File: src/include/spio_defines.svh
`ifndef SPIO_DEFINES_SVH
`define SPIO_DEFINES_SVH

// ***************************************************************
// Register offsets
// ***************************************************************
`define SPIO_OFF_DIRECTION    16'h3002
`define SPIO_OFF_LEVEL        16'h3005
`define SPIO_OFF_SOURCE       16'h3008
`define SPIO_OFF_DRIVE        16'h3009
`define SPIO_OFF_STANDBY      16'h30F0
`define SPIO_OFF_PAD_INPUT    16'h30F1

// ***************************************************************
// Implemented bits, the rest read zero
// ***************************************************************
`define SPIO_MASK_DIRECTION   8'hDB
`define SPIO_MASK_LEVEL       8'hDF
`define SPIO_MASK_SOURCE      8'hFB
`define SPIO_MASK_DRIVE       8'h60
`define SPIO_MASK_STANDBY     8'h07

// ***************************************************************
// Reset values
// ***************************************************************
`define SPIO_RST_DIRECTION    8'h00
`define SPIO_RST_LEVEL        8'h00
`define SPIO_RST_SOURCE       8'h00
`define SPIO_RST_DRIVE        8'h00
`define SPIO_RST_STANDBY      8'h01

// ***************************************************************
// Field positions
// ***************************************************************
`define SPIO_DRIVE_LSB        5
`define SPIO_DRIVE_MSB        6
`define SPIO_SB_LANE_HIGH     0
`define SPIO_SB_PADS_KEEP     1
`define SPIO_SB_FLASH_KEEP    2
`define SPIO_BIT_FRAME        7
`define SPIO_BIT_LINE         6
`define SPIO_BIT_EXPO_SEL     5
`define SPIO_BIT_EXPO         4
`define SPIO_BIT_FLASH_SEL    4
`define SPIO_BIT_SYNC_IN      3
`define SPIO_BIT_FLASH_VAL    2
`define SPIO_BIT_GPIO_B       1
`define SPIO_BIT_GPIO_A       0

`endif

File: src/include/spio_pkg.sv
package spio_pkg;

	// Gray coded along run, soft standby, hard standby
	typedef enum logic [1:0] {
		SPIO_RUN          = 2'b00,
		SPIO_SOFT_STANDBY = 2'b01,
		SPIO_HARD_STANDBY = 2'b11
	} spio_mode_type;

	typedef logic [7:0]  spio_byte_type;
	typedef logic [15:0] spio_addr_type;
	typedef logic [1:0]  spio_drive_type;

endpackage : spio_pkg

File: src/core/spio_sensor_pad_io_control.sv
// Summary of operation
// RQ1 - Drive field selects 1x to 4x strength
// RQ2 - Direction bit 7 sets frame sync pad
// RQ3 - Direction bit 6 sets line valid pad
// RQ4 - Direction bit 4 sets exposure trigger pad
// RQ5 - Direction bit 3 sets frame sync input
// RQ6 - Direction bit 0 sets general pad a
// RQ7 - Direction bit 1 sets general pad b
// RQ8 - Select bit 7: vsync or level bit 7
// RQ9 - Select bit 6: hsync or level bit 6
// RQ10 - Select bit 5: path or level bit 4
// RQ11 - Select bit 4: flash path or bit 2
// RQ12 - Select bit 3: illumination or level bit 3
// RQ13 - Select bit 0: path or level bit 0
// RQ14 - Select bit 1: path or level bit 1
// RQ15 - Level register holds one bit per pad
// RQ16 - Lanes float in reset, high afterwards
// RQ17 - Frame sync: float, input, standby float
// RQ18 - Reference clock input except hardware standby
// RQ19 - Hardware reset restores every register default
// RQ20 - Flash pad drives zero by default
// RQ21 - Hardware standby keeps all register contents
// RQ22 - Input direction never drives the pad
// RQ23 - Unused register bits affect no pad
`timescale 1ns/1ns
`include "spio_defines.svh"

module spio_sensor_pad_io_control
	import spio_pkg::*;
(
	input  wire logic                   clk,
	input  wire logic                   resetn,
	input  wire logic                   standbyN,
	input  wire logic                   softStandby,
	input  wire spio_pkg::spio_addr_type regAddr,
	input  wire logic                   regWrite,
	input  wire logic                   regRead,
	input  wire spio_pkg::spio_byte_type regWriteData,
	output spio_pkg::spio_byte_type      regReadData,
	output logic                        regReadValid,
	output spio_pkg::spio_drive_type     driveStrength,
	input  wire logic                   vsyncPath,
	input  wire logic                   hsyncPath,
	input  wire logic                   exposurePath,
	input  wire logic                   illuminationPath,
	input  wire logic                   flashPath,
	input  wire logic                   gpioPathA,
	input  wire logic                   gpioPathB,
	input  wire logic                   frameSyncPadIn,
	output logic                        frameSyncPadOut,
	output logic                        frameSyncPadOe,
	input  wire logic                   lineValidPadIn,
	output logic                        lineValidPadOut,
	output logic                        lineValidPadOe,
	input  wire logic                   exposureTriggerPadIn,
	output logic                        exposureTriggerPadOut,
	output logic                        exposureTriggerPadOe,
	input  wire logic                   frameSyncInPadIn,
	output logic                        frameSyncInPadOut,
	output logic                        frameSyncInPadOe,
	input  wire logic                   generalIoPadAIn,
	output logic                        generalIoPadAOut,
	output logic                        generalIoPadAOe,
	input  wire logic                   generalIoPadBIn,
	output logic                        generalIoPadBOut,
	output logic                        generalIoPadBOe,
	output logic                        flashTriggerPadOut,
	output logic                        flashTriggerPadOe,
	output logic                        illuminationPwmPadOut,
	output logic                        illuminationPwmPadOe,
	output logic [9:0]                  lanePadOut,
	output logic [9:0]                  lanePadOe,
	output logic                        refClockInEnable
);

	import spio_pkg::*;

	// ***************************************************************
	// Register file
	// ***************************************************************
	spio_byte_type padDirection;
	spio_byte_type padLevel;
	spio_byte_type padSource;
	spio_byte_type padDrive;
	spio_byte_type padStandby;
	spio_byte_type next_padDirection;
	spio_byte_type next_padLevel;
	spio_byte_type next_padSource;
	spio_byte_type next_padDrive;
	spio_byte_type next_padStandby;
	spio_byte_type next_regReadData;
	spio_byte_type padInputs;

	assign padInputs = {frameSyncPadIn, lineValidPadIn, 1'b0, exposureTriggerPadIn,
		frameSyncInPadIn, 1'b0, generalIoPadBIn, generalIoPadAIn};

	always_comb begin
		next_padDirection = padDirection;
		next_padLevel     = padLevel;
		next_padSource    = padSource;
		next_padDrive     = padDrive;
		next_padStandby   = padStandby;
		// RQ23 reserved bits masked
		if (regWrite) begin
			if (regAddr == `SPIO_OFF_DIRECTION) begin
				next_padDirection = regWriteData & `SPIO_MASK_DIRECTION;
			end else if (regAddr == `SPIO_OFF_LEVEL) begin
				next_padLevel = regWriteData & `SPIO_MASK_LEVEL;
			end else if (regAddr == `SPIO_OFF_SOURCE) begin
				next_padSource = regWriteData & `SPIO_MASK_SOURCE;
			end else if (regAddr == `SPIO_OFF_DRIVE) begin
				next_padDrive = regWriteData & `SPIO_MASK_DRIVE;
			end else if (regAddr == `SPIO_OFF_STANDBY) begin
				next_padStandby = regWriteData & `SPIO_MASK_STANDBY;
			end
		end
	end

	always_comb begin
		next_regReadData = 8'h00;
		if (regAddr == `SPIO_OFF_DIRECTION) begin
			next_regReadData = padDirection;
		end else if (regAddr == `SPIO_OFF_LEVEL) begin
			next_regReadData = padLevel;
		end else if (regAddr == `SPIO_OFF_SOURCE) begin
			next_regReadData = padSource;
		end else if (regAddr == `SPIO_OFF_DRIVE) begin
			next_regReadData = padDrive;
		end else if (regAddr == `SPIO_OFF_STANDBY) begin
			next_regReadData = padStandby;
		end else if (regAddr == `SPIO_OFF_PAD_INPUT) begin
			next_regReadData = padInputs;
		end
	end

	// RQ21 standby does not touch registers
	always_ff @(posedge clk) begin
		// RQ19 reset restores defaults
		if (!resetn) begin
			padDirection <= `SPIO_RST_DIRECTION;
			padLevel     <= `SPIO_RST_LEVEL;
			padSource    <= `SPIO_RST_SOURCE;
			padDrive     <= `SPIO_RST_DRIVE;
			padStandby   <= `SPIO_RST_STANDBY;
			regReadData  <= 8'h00;
			regReadValid <= 1'b0;
		end else begin
			padDirection <= next_padDirection;
			padLevel     <= next_padLevel;
			padSource    <= next_padSource;
			padDrive     <= next_padDrive;
			padStandby   <= next_padStandby;
			regReadData  <= regRead ? next_regReadData : regReadData;
			regReadValid <= regRead;
		end
	end

	// RQ1 drive strength field
	assign driveStrength = padDrive[`SPIO_DRIVE_MSB:`SPIO_DRIVE_LSB];

	// ***************************************************************
	// Operating mode
	// ***************************************************************
	spio_mode_type mode;
	spio_mode_type next_mode;

	always_comb begin
		case ({standbyN, softStandby})
			2'b10:   next_mode = SPIO_RUN;
			2'b11:   next_mode = SPIO_SOFT_STANDBY;
			default: next_mode = SPIO_HARD_STANDBY;
		endcase
	end

	always_ff @(posedge clk) begin
		if (!resetn) begin
			mode <= SPIO_RUN;
		end else begin
			mode <= next_mode;
		end
	end

	logic standbyActive;
	assign standbyActive = (mode != SPIO_RUN);

	// ***************************************************************
	// Bidirectional pads
	// ***************************************************************
	// Order: frame, line, exposure, sync in, gpio b, gpio a
	logic [5:0] cellDir;
	logic [5:0] cellSel;
	logic [5:0] cellLevel;
	logic [5:0] cellPath;
	logic [5:0] cellOut;
	logic [5:0] cellOe;

	// RQ2 RQ3 RQ4 RQ5 RQ6 RQ7 direction bits
	assign cellDir = {padDirection[`SPIO_BIT_FRAME], padDirection[`SPIO_BIT_LINE],
		padDirection[`SPIO_BIT_EXPO], padDirection[`SPIO_BIT_SYNC_IN],
		padDirection[`SPIO_BIT_GPIO_B], padDirection[`SPIO_BIT_GPIO_A]};
	// RQ8 RQ9 RQ10 RQ12 RQ13 RQ14 source select
	assign cellSel = {padSource[`SPIO_BIT_FRAME], padSource[`SPIO_BIT_LINE],
		padSource[`SPIO_BIT_EXPO_SEL], padSource[`SPIO_BIT_SYNC_IN],
		padSource[`SPIO_BIT_GPIO_B], padSource[`SPIO_BIT_GPIO_A]};
	// RQ15 per pad levels
	assign cellLevel = {padLevel[`SPIO_BIT_FRAME], padLevel[`SPIO_BIT_LINE],
		padLevel[`SPIO_BIT_EXPO], padLevel[`SPIO_BIT_SYNC_IN],
		padLevel[`SPIO_BIT_GPIO_B], padLevel[`SPIO_BIT_GPIO_A]};
	assign cellPath = {vsyncPath, hsyncPath, exposurePath, illuminationPath,
		gpioPathB, gpioPathA};

	// RQ17 float in reset, and in standby unless the padStandby keep bit is set
	genvar gi;
	generate
		for (gi = 0; gi < 6; gi++) begin : g_cell
			spio_pad_cell u_cell (
				.clk           (clk),
				.resetn        (resetn),
				.standbyActive (standbyActive),
				.keepInStandby (padStandby[`SPIO_SB_PADS_KEEP]),
				.dirOut        (cellDir[gi]),
				.selRegister   (cellSel[gi]),
				.regLevel      (cellLevel[gi]),
				.pathLevel     (cellPath[gi]),
				.padOut        (cellOut[gi]),
				.padOe         (cellOe[gi])
			);
		end
	endgenerate

	assign frameSyncPadOut       = cellOut[5];
	assign frameSyncPadOe        = cellOe[5];
	assign lineValidPadOut       = cellOut[4];
	assign lineValidPadOe        = cellOe[4];
	assign exposureTriggerPadOut = cellOut[3];
	assign exposureTriggerPadOe  = cellOe[3];
	assign frameSyncInPadOut     = cellOut[2];
	assign frameSyncInPadOe      = cellOe[2];
	assign generalIoPadBOut      = cellOut[1];
	assign generalIoPadBOe       = cellOe[1];
	assign generalIoPadAOut      = cellOut[0];
	assign generalIoPadAOe       = cellOe[0];

	// ***************************************************************
	// Output-only pads
	// ***************************************************************
	logic flashLevel;
	logic next_flashLevel;
	logic pwmLevel;
	logic next_pwmLevel;

	always_comb begin
		// RQ11 flash source select
		next_flashLevel = padSource[`SPIO_BIT_FLASH_SEL] ?
			padLevel[`SPIO_BIT_FLASH_VAL] : flashPath;
		// RQ20 zero in standby by default
		if (standbyActive && !padStandby[`SPIO_SB_FLASH_KEEP]) begin
			next_flashLevel = 1'b0;
		end
		// Illumination zero while any standby holds
		next_pwmLevel = standbyActive ? 1'b0 : illuminationPath;
	end

	always_ff @(posedge clk) begin
		// RQ20 flash zero in reset
		if (!resetn) begin
			flashLevel <= 1'b0;
			pwmLevel   <= 1'b0;
		end else begin
			flashLevel <= next_flashLevel;
			pwmLevel   <= next_pwmLevel;
		end
	end

	// Always driven, so never floats between modes
	assign flashTriggerPadOut    = flashLevel;
	assign flashTriggerPadOe     = 1'b1;
	assign illuminationPwmPadOut = pwmLevel;
	assign illuminationPwmPadOe  = 1'b1;

	// ***************************************************************
	// Lane pads and reference clock
	// ***************************************************************
	spio_lane_idle u_lane (
		.clk               (clk),
		.resetn            (resetn),
		.mode              (mode),
		.laneHighInStandby (padStandby[`SPIO_SB_LANE_HIGH]),
		.laneOut           (lanePadOut),
		.laneOe            (lanePadOe)
	);

	// RQ18 clock input off in hardware standby
	assign refClockInEnable = standbyN;

endmodule : spio_sensor_pad_io_control

File: src/core/spio_pad_cell.sv
`timescale 1ns/1ns

module spio_pad_cell
	import spio_pkg::*;
(
	input  wire logic clk,
	input  wire logic resetn,
	input  wire logic standbyActive,
	input  wire logic keepInStandby,
	input  wire logic dirOut,
	input  wire logic selRegister,
	input  wire logic regLevel,
	input  wire logic pathLevel,
	output logic      padOut,
	output logic      padOe
);

	logic next_padOut;
	logic next_padOe;

	always_comb begin
		// RQ22 input never driven
		next_padOe  = dirOut;
		next_padOut = selRegister ? regLevel : pathLevel;
		// Standby floats the pad unless software asked to keep it
		if (standbyActive && !keepInStandby) begin
			next_padOe = 1'b0;
		end
		if (!next_padOe) begin
			next_padOut = 1'b0;
		end
	end

	always_ff @(posedge clk) begin
		if (!resetn) begin
			padOut <= 1'b0;
			padOe  <= 1'b0;
		end else begin
			padOut <= next_padOut;
			padOe  <= next_padOe;
		end
	end

endmodule : spio_pad_cell

File: src/core/spio_lane_idle.sv
`timescale 1ns/1ns

module spio_lane_idle
	import spio_pkg::*;
(
	input  wire logic          clk,
	input  wire logic          resetn,
	input  wire spio_mode_type mode,
	input  wire logic          laneHighInStandby,
	output logic [9:0]         laneOut,
	output logic [9:0]         laneOe
);

	logic next_drive;
	logic driveHigh;

	always_comb begin
		// RQ16 lanes high after release
		next_drive = 1'b1;
		if (mode != SPIO_RUN) begin
			next_drive = laneHighInStandby;
		end
	end

	always_ff @(posedge clk) begin
		// RQ16 lanes float in reset
		if (!resetn) begin
			driveHigh <= 1'b0;
		end else begin
			driveHigh <= next_drive;
		end
	end

	assign laneOut = {10{driveHigh}};
	assign laneOe  = {10{driveHigh}};

endmodule : spio_lane_idle

File: config.mk
export PLATFORM = sky130hd
export DESIGN_NAME = spio_sensor_pad_io_control
export DESIGN_NICKNAME = d
export VERILOG_FILES = /design/src/include/spio_pkg.sv /design/src/core/spio_sensor_pad_io_control.sv /design/src/core/spio_pad_cell.sv /design/src/core/spio_lane_idle.sv
export VERILOG_INCLUDE_DIRS = /design/src /design/src/include
export SDC_FILE = /design/constraint.sdc
export NUM_CORES = 1
export LEC_CHECK = 0
export BUFFER_PORTS_ARGS = -buffer_cell sky130_fd_sc_hd__buf_4
export CORE_MARGIN = 1
export CORE_UTILIZATION = 50
export DETAILED_ROUTE_END_ITERATION = 8
export PLACE_DENSITY = 0.81
export SLEW_MARGIN = 0
export SYNTH_ARGS = -nofsm -noshare
export SYNTH_HDL_FRONTEND = slang
export SYNTH_SLANG_ARGS = --single-unit
File: constraint.sdc
create_clock -name clk -period 4.38 [get_ports clk]
set_input_delay 0.438 -clock clk [delete_from_list [all_inputs] [get_ports clk]]
set_output_delay 0.438 -clock clk [all_outputs]
set_load 0.005 [all_outputs]
# After elaboration in Yosys (flattened, before gate mapping)
# Cells that the tools add are included.
# op_classes
mux	21
eq_ne	8
n_reduce_logical	18
bitwise	5
# op_table
op	n
$eq A16 B14 Y1 const B	6
$mux W8	6
$mux W1	14
$reduce_and A2 Y1	7
$reduce_and A6 Y1	1
$not A1 Y1	5
$reduce_and A5 Y1	1
$eq A2 B2 Y1 const B	2
$pmux W2 S2	1
$reduce_and A4 Y1	1
$reduce_or A2 Y1	2
$reduce_and A3 Y1	1
$logic_and A1 B1 Y1	2
$logic_not A1 Y1	2
$reduce_bool A2 Y1	1
# word_totals
output_inout_bits	48
input_bits	43
ff_bits	51
elab_cells	75

# Depth between registers and ports, before layout
# Gate-level depths: netlist (run 1).
# depth
ltp_word	7
mapped_depth	6
ltp_nobuf	5

# Modules after synthesis
# From an unflattened synthesis (run 1), not the netlist that was laid out.
# hier_totals
hier_cells	290
hier_area_um2	2468.6
# modules_own_cells
module	cells_each	n_inst	area_per_inst_um2	seq_area_each_um2
spio_sensor_pad_io_control	225	1	1836.8	760.7
spio_pad_cell	7	6	75.1	40.0
spio_lane_idle	23	1	181.4	20.0

# Worst setup path after synthesis (run 1)
# Ideal clock, no wire load.
# synth_path
kind	input-to-reg
from	input regAddr[11]
to	register regReadData[0]
slack_ns	2.439
stages	5
setup_time_ns	0.115
required_ns	4.265
t_arrival_ns	1.827
path_buffers	0
path_cell_list	or4_4 o41a_1 o21ai_2 a21oi_2 o21a_1
# synth_between
elab_chain_cells	7
word_cells_on_any_way	12
cone_classes	eq/ne: 6; mux: 6
# synth_lines
item	line	text
start, declared	spio_sensor_pad_io_control.sv:35	input wire spio_pkg::spio_addr_type regAddr,
$eq A16 B14 Y1 (no line)	-	
$mux W8	spio_sensor_pad_io_control.sv:131	end else if (regAddr == `SPIO_OFF_PAD_INPUT) begin
$mux W8	spio_sensor_pad_io_control.sv:129	end else if (regAddr == `SPIO_OFF_STANDBY) begin
$mux W8	spio_sensor_pad_io_control.sv:127	end else if (regAddr == `SPIO_OFF_DRIVE) begin
$mux W8	spio_sensor_pad_io_control.sv:125	end else if (regAddr == `SPIO_OFF_SOURCE) begin
$mux W8	spio_sensor_pad_io_control.sv:123	end else if (regAddr == `SPIO_OFF_LEVEL) begin
$mux W8 *	spio_sensor_pad_io_control.sv:121	if (regAddr == `SPIO_OFF_DIRECTION) begin
end signal, assigned	spio_sensor_pad_io_control.sv:153	regReadData <= regRead ? next_regReadData : regReadData;
end, declared	spio_sensor_pad_io_control.sv:39	output spio_pkg::spio_byte_type regReadData,
# Every way passes the cells marked *; elsewhere a longest branch is shown, timed or not.
# A chain may end at the register's enable or synchronous reset.

# Worst setup path in the final report (run 1)
# layout_path
from	input regAddr[2]
to	register padSource[4]
# layout_between
elab_chain_cells	3
word_cells_on_any_way	6
cone_classes	eq/ne: 3; bitwise: 2; reduce/logical: 1
# layout_lines
item	line	text
$eq A16 B14 Y1 (no line)	-	
$not A1 Y1 (no line)	-	
$reduce_and A4 Y1 (no line) *	-	
end signal, assigned	spio_sensor_pad_io_control.sv:142	padSource <= `SPIO_RST_SOURCE;
end signal, assigned	spio_sensor_pad_io_control.sv:150	padSource <= next_padSource;
end, declared	spio_sensor_pad_io_control.sv:83	spio_byte_type padSource;
# Marked as above.

==> metrics.txt, run 1 <==
fmax=0.457 GHz; H-tree levels=2; CTS buffer count=5; worst slew pin tran=1.02 ns; vias=1,973; Yosys reg bits=51; vias in the first global route=1,755; Final Instance Count excl. Fillers=375; ratio of final minimum period to clock period=50.0%; top cell type's share of synthesized area=41.5%; worst vdd ir=0.203 mV; FF-to-FF path depth=4; P_leak=1.35 nW; Detailed Routing Iterations Pass 1=5; critical path startpoint category=input port; reg2reg start=mode[1]; io pins=91; hpwl dp=4180 µm; worst hold path depth=2; DRT Wirelength=5600 µm; end-of-flow core utilization=66.1%; clk root buf=clkbuf_8; Layout area overhead=26.7%; Hold Path Class=input port to register; predominant post-synthesis flop cell=dfxtp_1; # DRC=0; CP Max Fanout=7; Fillers=393; final worst path period need=2.19 ns; Clk Latency, worst-skew pair=0.30 ns; die height=72.2 µm; Clock Pin Slew Worst Setup and Hold Paths=0.09 ns; drt wl/cell=14.9 µm; first-pass GRT wire length=8560 µm; chip width=72.2 µm; status=completed; arrival time at the worst endpoint=2.39 ns; Worst setup EP type=register; pre-CTS setup slack=1.87 ns; GRT Total Usage=21.8%; layout cells sized above 1=35.7%; Final TNS setup=0 ns; post-route ant nets=0; CTS resizes=0; Clock Skew=0.00570 ns; ANT cells=0; DR iter-0 viols=58; core area=0.00472 mm²; post-synthesis cell count=241; most common cell in the netlist=dfxtp_1; Starting Density=52.1%; register area share after synthesis=41.5%; total congestion overflow=0; hold_sp=standbyN; placed insts=367; Post-CTS Hold Fix Bufs=0; initial antenna violation count=0; total clock sinks=51; Max Cap Viol=0; detail-routed via count per cell=5.26; Post-synth EDFFs=0; Mapped Area=0.00246 mm²; pwr dens=285 mW/mm²; Hold Path Sink=mode[1]; R2R Setup Slk=3.08 ns; Synth area leader=dfxtp_1; CTS Buffer Depth=2; Die Area=0.00521 mm²; Slew HR=31.0%; most frequent cells after synthesis=51 x dfxtp_1, 35 x mux2i_1, 34 x nor2b_1; Post-Syn Area per Cell=10.2 µm²; asr flop ratio synth=0%; count of cell types in the netlist=48; final hold viol count=0; setup ws final=2.19 ns; maximum number of pins on one net before global-route repair=42; TritonCTS clock tree=built; Final nets=350; main area contributors after synthesis=dfxtp_1 41%, mux2i_1 14%, nor2b_1 8.6%; unrepaired setup endpoints after global routing=no; max-slew violation count=0; Ys Warns=0; Setup Fix Bufs, Post-CTS=0; path type of the worst setup path=input port to register; Port-buffer cells=88; WP data required=4.58 ns; r2r endpoint=g_cell[4].u_cell.padOut; gpl congestion=0.836; FP Rows=25; Setup Viol. Count Final=0
==> layer usage <==
layer	vias up	track usage [%]	wire length [µm]
li1	960	-	-
met5	-	0	0
met3	9	6.11	446
met1	910	26.6	2400
met2	94	36.2	2660
met4	0	8.93	98
==> how the worst max path moves through the flow <==
stage                      from             end  slack [ns]  cells past startpoint
floorplan           regAddr[11]  regReadData[0]        2.44                      5
global placement     regAddr[2]    padSource[6]        1.96                      5
detailed placement   regAddr[2]    padSource[4]        1.87                      5
CTS                  regAddr[2]    padSource[4]        2.20                      5
global route         regAddr[2]    padSource[1]        2.09                      5
finish               regAddr[2]    padSource[4]        2.19                      5
==> worst max-delay path, stage by stage <==
cell	delay, ns
buf_4	0.13
nor4b_1	0.88
and3_1	0.62
mux2i_1	0.25
nor2b_1	0.06
==> layout make-up <==
| class | instances | area [µm²] | area share, % |
|---|---|---|---|
| Multi-Input combinational cell | 158 | 1230 | 39.3 |
| Sequential cell | 51 | 1020 | 32.7 |
| Clock inverter | 2 | 35.0 | 1.12 |
| Inverter | 3 | 11.3 | 0.361 |
| Clock buffer | 6 | 82.6 | 2.65 |
| Timing Repair Buffer | 88 | 661 | 21.2 |
| Tap cell | 67 | 83.8 | 2.69 |
==> metrics by stage <==
step	area (µm²)	hold WS (ns)	total power, mW
global route	3120	0.281	0.926
global placement	3000	0.498	0.567
finish	3120	0.297	0.889
CTS	3120	0.291	0.895
floorplan	2470	0.461	0.524
detailed placement	3000	0.503	0.569
==> where the power goes <==
part / internal [mW] / switching [mW]
clock network: 0.185 / 0.147
registers: 0.466 / 0.00295
logic: 0.0506 / 0.0379
==> registers in the layout, indices dropped and copies added (netlist names), 2 cells and up <==
name,cells
padDirection,6
mode,2
padSource,7
regReadData,8
g_cell.u_cell.padOut,6
padStandby,3
g_cell.u_cell.padOe,6
padDrive,2
padLevel,7
==> placed cells by master (no fill, tap or decap), types with 3 or more instances in the layout <==
cell and instances:
mux2_2 4, nand2_1 4, nor2_1 9, a2bb2oi_1 3, o21a_1 7, nor3_1 4
and2_1 9, mux2i_1 35, a21oi_1 5, nor4_1 3, dfxtp_1 51, clkbuf_8 6
nor2b_1 34, buf_4 88, inv_1 3
==> logic make-up after synthesis <==
| family | Yosys count | share of synthesized area (%) |
|---|---|---|
| AND/OR/NAND/NOR | 85 | 23.9 |
| multiplexers | 39 | 16.1 |
| flip-flops | 51 | 41.5 |
| other | 1 | 0.152 |
| buffers and inverters | 33 | 8.89 |
| AO/OA/AOI/OAI | 32 | 9.50 |
No activity file was read; power rests on OpenSTA's default activity.
==> inputs of run 2 (changes only) <==
CORE_UTILIZATION = 49   (was 50)
PLACE_DENSITY = 0.79   (was 0.81)
clock period = 2.19 ns   (was 4.38 ns; I/O delays follow)
==> run 2 against run 1 <==
Compared with the run above: clock power is 60% higher; die area up 2.0%; register-to-register slack worse by 2.1 ns; sequential share of layout area shrank 0.35 points; count of clock-buffer cells in the layout decreased by 1; largest power group unchanged.
==> metrics.txt, run 2 (synthesis results as in run 1) <==
Clk Latency, worst-skew pair=0.30 ns (about the same); drt wl/cell=14.9 µm (about the same); max-slew violation count=0 (unchanged); path type of the worst setup path=input port to register (unchanged); CTS buffer count=5 (unchanged); clk root buf=clkbuf_8 (unchanged); final instance area=0.00315 mm² (was 0.00312 mm²); DRT Wirelength=5720 µm (was 5600 µm); pwr dens=523 mW/mm² (was 285 mW/mm²); Final nets=359 (was 350); vias in the first global route=1,811 (was 1,755); die height=72.9 µm (was 72.2 µm); Die Area=0.00531 mm² (was 0.00521 mm²); maximum number of pins on one net before global-route repair=42 (unchanged); CTS Buffer Depth=2 (unchanged); FP Rows=25 (unchanged); gpl congestion=0.816 (was 0.836); Detailed Routing Iterations Pass 1=4 (was 5); Largest regs=regReadData (8), padLevel (7), padSource (7) (unchanged); Max Cap Viol=0 (unchanged); total congestion overflow=0 (unchanged); DR iter-0 viols=106 (was 58); total clock sinks=51 (unchanged); Post-DP Area=0.00307 mm² (was 0.00300 mm²); final worst path period need=1.70 ns; detail-routed via count per cell=5.18 (was 5.26); Clock Pin Slew Worst Setup and Hold Paths=0.09 ns (about the same); Setup Viol. Count Final=0 (unchanged); switching share of power=23.8% (was 21.1%); Reg with most FFs=regReadData (unchanged); hpwl dp=4310 µm (was 4180 µm); status=completed (unchanged); layout cells sized above 1=37.5% (was 35.7%); most frequent cells in the layout=97 x buf_4, 51 x dfxtp_1, 35 x mux2i_1 (was 88 x buf_4, 51 x dfxtp_1, 35 x mux2i_1); Worst setup EP type=register (unchanged); first-pass GRT wire length=8790 µm (was 8560 µm); post-route ant nets=0 (unchanged); ANT cells=0 (unchanged); end-of-flow core utilization=65.9% (was 66.1%); P_leak=1.38 nW (was 1.35 nW); Slew HR=62.1% (was 31.0%); Int Pwr=1.26 mW (was 0.701 mW); vias=1,990 (was 1,973); Hold Path Class=input port to register (unchanged); Starting Density=51.5% (was 52.1%); Final TNS setup=0 ns (unchanged); worst slew pin tran=0.567 ns (was 1.02 ns); Layout area overhead=28.1% (was 26.7%); CP Max Fanout=4 (was 7); final hold viol count=0 (unchanged); GRT Total Usage=22.3% (was 21.8%); io pins=91 (unchanged); combinational cell fraction of total power=10.9% (was 10.0%); initial antenna violation count=0 (unchanged); Clock Power Share=32.1% (was 37.3%); unrepaired setup endpoints after global routing=no (unchanged); most frequent CP cell=buf_4; arrival time at the worst endpoint=1.90 ns (was 2.39 ns); core area=0.00479 mm² (was 0.00472 mm²); Clock Skew=0.00278 ns (was 0.00570 ns); # DRC=0 (unchanged); CTS resizes=0 (unchanged); Sequential Power Share=56.9% (was 52.8%); max FFs per register=8 (unchanged); CP Cell Sequence=buf_4, or4_4, nor3_4, and3_1, buf_4, mux2i_1, nor2b_1 (was buf_4, nor4b_1, and3_1, mux2i_1, nor2b_1); Switch Pwr=0.393 mW (was 0.188 mW); H-tree levels=2 (unchanged); critical path startpoint category=input port (unchanged); WP data required=2.39 ns (was 4.58 ns); Setup Fix Bufs, Post-CTS=0 (unchanged); Post-CTS Hold Fix Bufs=0 (unchanged); master of the slowest instance on the critical path=or4_4 (was nor4b_1); largest stage delay on the critical path=0.60 ns (was 0.88 ns); ratio of final minimum period to clock period=77.7%; Port-buffer cells=88 (unchanged); fmax=0.588 GHz; TritonCTS clock tree=built (unchanged); R2R Setup Slk=0.94 ns (was 3.08 ns); worst vdd ir=0.332 mV (was 0.203 mV); chip width=72.9 µm (was 72.2 µm); commonest non-fill, non-tap cell in the layout=buf_4 (unchanged)
run 2: cell types whose count changed in the layout (fill, tap and decap cells not counted):
cell / before / now
clkbuf_8: 6 / 5
bufinv_16: 1 / 0
clkinv_2: 1 / 3
buf_4: 88 / 97
run 2: through the flow:
step	hold WS [ns]	cells	setup WS (ns)	total power [mW]
after global routing	0.0680	384	0.409	1.71
after detailed placement	0.397	376	0.186	1.14
final	0.0718	384	0.488	1.65
after global placement	0.394	376	0.216	1.14
after CTS	0.0655	384	0.506	1.66
after floorplan	0.291	242	0.468	1.05
run 2: layer usage:
metal | wire length [µm] | GRT usage [%] | up-vias
met4 | 105 | 8.71 | 0
met3 | 357 | 4.14 | 8
met5 | 0 | 0 | -
met1 | 2650 | 29.9 | 927
li1 | - | - | 981
met2 | 2610 | 35.7 | 74
run 2: worst paths after layout:
kind              startpoint                      end  depth (start not counted)
max              regAddr[11]             padSource[4]                          7
max reg2reg          mode[1]  g_cell[0].u_cell.padOut                          4
min reg2reg  padDirection[1]   g_cell[1].u_cell.padOe                          1
min                 standbyN                  mode[1]                          2
run 2: final cells by class:
| cell class | count | area [µm²] |
|---|---|---|
| tap | 67 | 83.8 |
| timing repair buffer | 97 | 728 |
| clock inverter | 3 | 15.0 |
| multi-input combinational | 158 | 1230 |
| clock buffer | 5 | 68.8 |
| inverter | 3 | 11.3 |
| fill | 419 | 1630 |
| sequential | 51 | 1020 |
run 2: power by group through the flow:
stage	clock, mW	sequential [mW]	combinational [mW]
after floorplan	0	0.959	0.0891
after global placement	0	0.959	0.180
after detailed placement	0	0.960	0.181
after CTS	0.537	0.938	0.181
after global routing	0.579	0.940	0.194
final	0.530	0.938	0.180
run 2: critical path: cells and delay by family:
| kind | cells | cell delay (ns) |
|---|---|---|
| buf+inv | 2 | 0.28 |
| mux | 1 | 0.23 |
| simple gates | 4 | 1.16 |
==> inputs of run 3 (changes only) <==
clock period = 1.6 ns   (was 2.19 ns; I/O delays follow)
==> run 3 against run 2 <==
Compared with the run above: global-route usage grew 1.3 points; via count grew 4.6%; flip-flop and latch count is the same; worst setup slack lost 0.44 ns; critical endpoint is now regReadData[0]; clock skew grew 0.0027 ns; critical path type unchanged; routed wire length grew 4.8%; count of clock-buffer cells in the layout is the same; design area grew 5.0%; combinational power grew 52%; critical path depth shrank 1; highest routed layer unchanged.
==> metrics.txt, run 3 (synthesis results as in run 1) <==
CTS Buffer Depth=2 (unchanged); Largest regs=regReadData (8), padLevel (7), padSource (7) (unchanged); Detailed Routing Iterations Pass 1=4 (unchanged); gpl congestion=0.873 (was 0.816); die height=72.9 µm (unchanged); Clock Pin Slew Worst Setup and Hold Paths=0.09 ns (about the same); Fillers=387 (was 419); DR iter-0 viols=78 (was 106); worst slew pin tran=0.579 ns (was 0.567 ns); hpwl dp=4580 µm (was 4310 µm); pwr dens=685 mW/mm² (was 523 mW/mm²); vias in the first global route=1,967 (was 1,811); Post-CTS Hold Fix Bufs=0 (unchanged); hold_ws=0.0151 ns (was 0.0718 ns); Worst setup EP type=register (unchanged); Final Instance Count excl. Fillers=404 (was 384); layout cells sized above 1=41.8% (was 37.5%); critical path startpoint category=input port (unchanged); Final nets=379 (was 359); post-route ant nets=0 (unchanged); Starting Density=51.5% (unchanged); final worst path period need=1.55 ns; initial antenna violation count=0 (unchanged); drt wl/cell=14.8 µm (was 14.9 µm); Port-buffer cells=88 (unchanged); maximum number of pins on one net before global-route repair=42 (unchanged); worst vdd ir=0.406 mV (was 0.332 mV); fmax=0.644 GHz; end-of-flow core utilization=69.2% (was 65.9%); Clock Skew=0.00550 ns (was 0.00278 ns); FF-to-FF path depth=4 (unchanged); Setup Fix Bufs, Post-CTS=0 (unchanged); r2r endpoint=g_cell[0].u_cell.padOut (unchanged); Slew HR=61.4% (was 62.1%); final hold viol count=0 (unchanged); P_leak=1.48 nW (was 1.38 nW); worst hold path depth=2 (unchanged); io pins=91 (unchanged); combinational cell fraction of total power=12.1% (was 10.9%); first-pass GRT wire length=9400 µm (was 8790 µm); Sequential Power Share=56.6% (was 56.9%); switching share of power=23.4% (was 23.8%); CTS resizes=0 (unchanged); Switch Pwr=0.532 mW (was 0.393 mW); detail-routed via count per cell=5.15 (was 5.18); status=completed (unchanged); Hold Path Class=input port to register (unchanged); Clk Latency, worst-skew pair=0.30 ns (about the same); GRT Total Usage=23.6% (was 22.3%); Die Area=0.00531 mm² (unchanged); hold_sp=standbyN (unchanged); Layout area overhead=34.5% (was 28.1%); TritonCTS clock tree=built (unchanged); commonest non-fill, non-tap cell in the layout=buf_4 (unchanged); # DRC=0 (unchanged); ANT cells=0 (unchanged); FP Rows=25 (unchanged); Reg with most FFs=regReadData (unchanged); most frequent cells in the layout=117 x buf_4, 51 x dfxtp_1, 35 x mux2i_1 (was 97 x buf_4, 51 x dfxtp_1, 35 x mux2i_1); reg2reg start=mode[1] (unchanged); ratio of final minimum period to clock period=97.1%; H-tree levels=2 (unchanged); vias=2,081 (was 1,990); unrepaired setup endpoints after global routing=no (unchanged); CTS buffer count=5 (unchanged); arrival time at the worst endpoint=1.75 ns (was 1.90 ns); CP Max Fanout=7 (was 4); WP data required=1.80 ns (was 2.39 ns); clk root buf=clkbuf_8 (unchanged); core area=0.00479 mm² (unchanged); Final TNS setup=0 ns (unchanged); Max Cap Viol=0 (unchanged); Setup Viol. Count Final=0 (unchanged); Hold Path Sink=mode[1] (unchanged); path type of the worst setup path=input port to register (unchanged); DRT Wirelength=5990 µm (was 5720 µm); R2R Setup Slk=0.39 ns (was 0.94 ns); chip width=72.9 µm (unchanged); max FFs per register=8 (unchanged); placed insts=396 (was 376); max-slew violation count=0 (unchanged); Int Pwr=1.74 mW (was 1.26 mW); total congestion overflow=0 (unchanged); total clock sinks=51 (unchanged); Clock Power Share=31.3% (was 32.1%)
[run 3: cell types whose count changed in the layout (fill, tap and decap cells not counted)]
cell,delta
nand2_1,-1
or4_1,-1
buf_4,+20
nand2_2,+1
or4_4,+1
[run 3: area by class of cell]
class / instances / area [µm²] / area share, %
clock buffer: 5 / 68.8 / 2.08
clock inverter: 3 / 15.0 / 0.454
inverter: 3 / 11.3 / 0.340
multi-input combinational: 158 / 1230 / 37.2
sequential: 51 / 1020 / 30.8
tap: 67 / 83.8 / 2.53
timing repair buffer: 117 / 878 / 26.5
[run 3: how the worst max path moves through the flow]
stage                           start              to  slack (ns)  cells past startpoint
after global routing       regAddr[7]    padSource[7]       0.007                      7
after floorplan           regAddr[11]  regReadData[0]       -0.06                      5
after detailed placement  regAddr[11]  regReadData[0]       -0.30                      6
final                      regAddr[2]  regReadData[0]        0.05                      6
after global placement    regAddr[11]  regReadData[0]       -0.25                      6
after CTS                 regAddr[11]  regReadData[0]        0.02                      6
[run 3: through the flow]
step / area (µm²) / setup slack, ns / total power [mW]
2_1_floorplan: 2470 / -0.0619 / 1.44
3_3_place_gp: 3220 / -0.254 / 1.58
3_5_place_dp: 3220 / -0.302 / 1.59
4_1_cts: 3310 / 0.0175 / 2.28
5_1_grt: 3310 / 0.00698 / 2.35
6_report: 3310 / 0.0471 / 2.27
[run 3: worst max-delay path, cell delays in order]
cell and delay (ns):
buf_4 0.12, or4b_1 0.57, o41a_1 0.58, o21ai_2 0.12
a21oi_2 0.04, o21a_1 0.16
[run 3: power by group through the flow]
stage	sequential, mW	combinational (mW)	clock (mW)
final	1.28	0.274	0.711
after global routing	1.29	0.295	0.768
after CTS	1.28	0.274	0.722
after detailed placement	1.31	0.273	0
after global placement	1.31	0.267	0
after floorplan	1.31	0.122	0
[run 3: per-layer routing]
metal,wire (µm),share of wire [%],track usage [%],vias to the layer above
li1,-,-,-,1022
met2,2850,48,39.0,76
met1,2630,44,30.3,969
met4,157,2.6,10.7,0
met3,345,5.8,3.73,14
met5,0,0,0,-
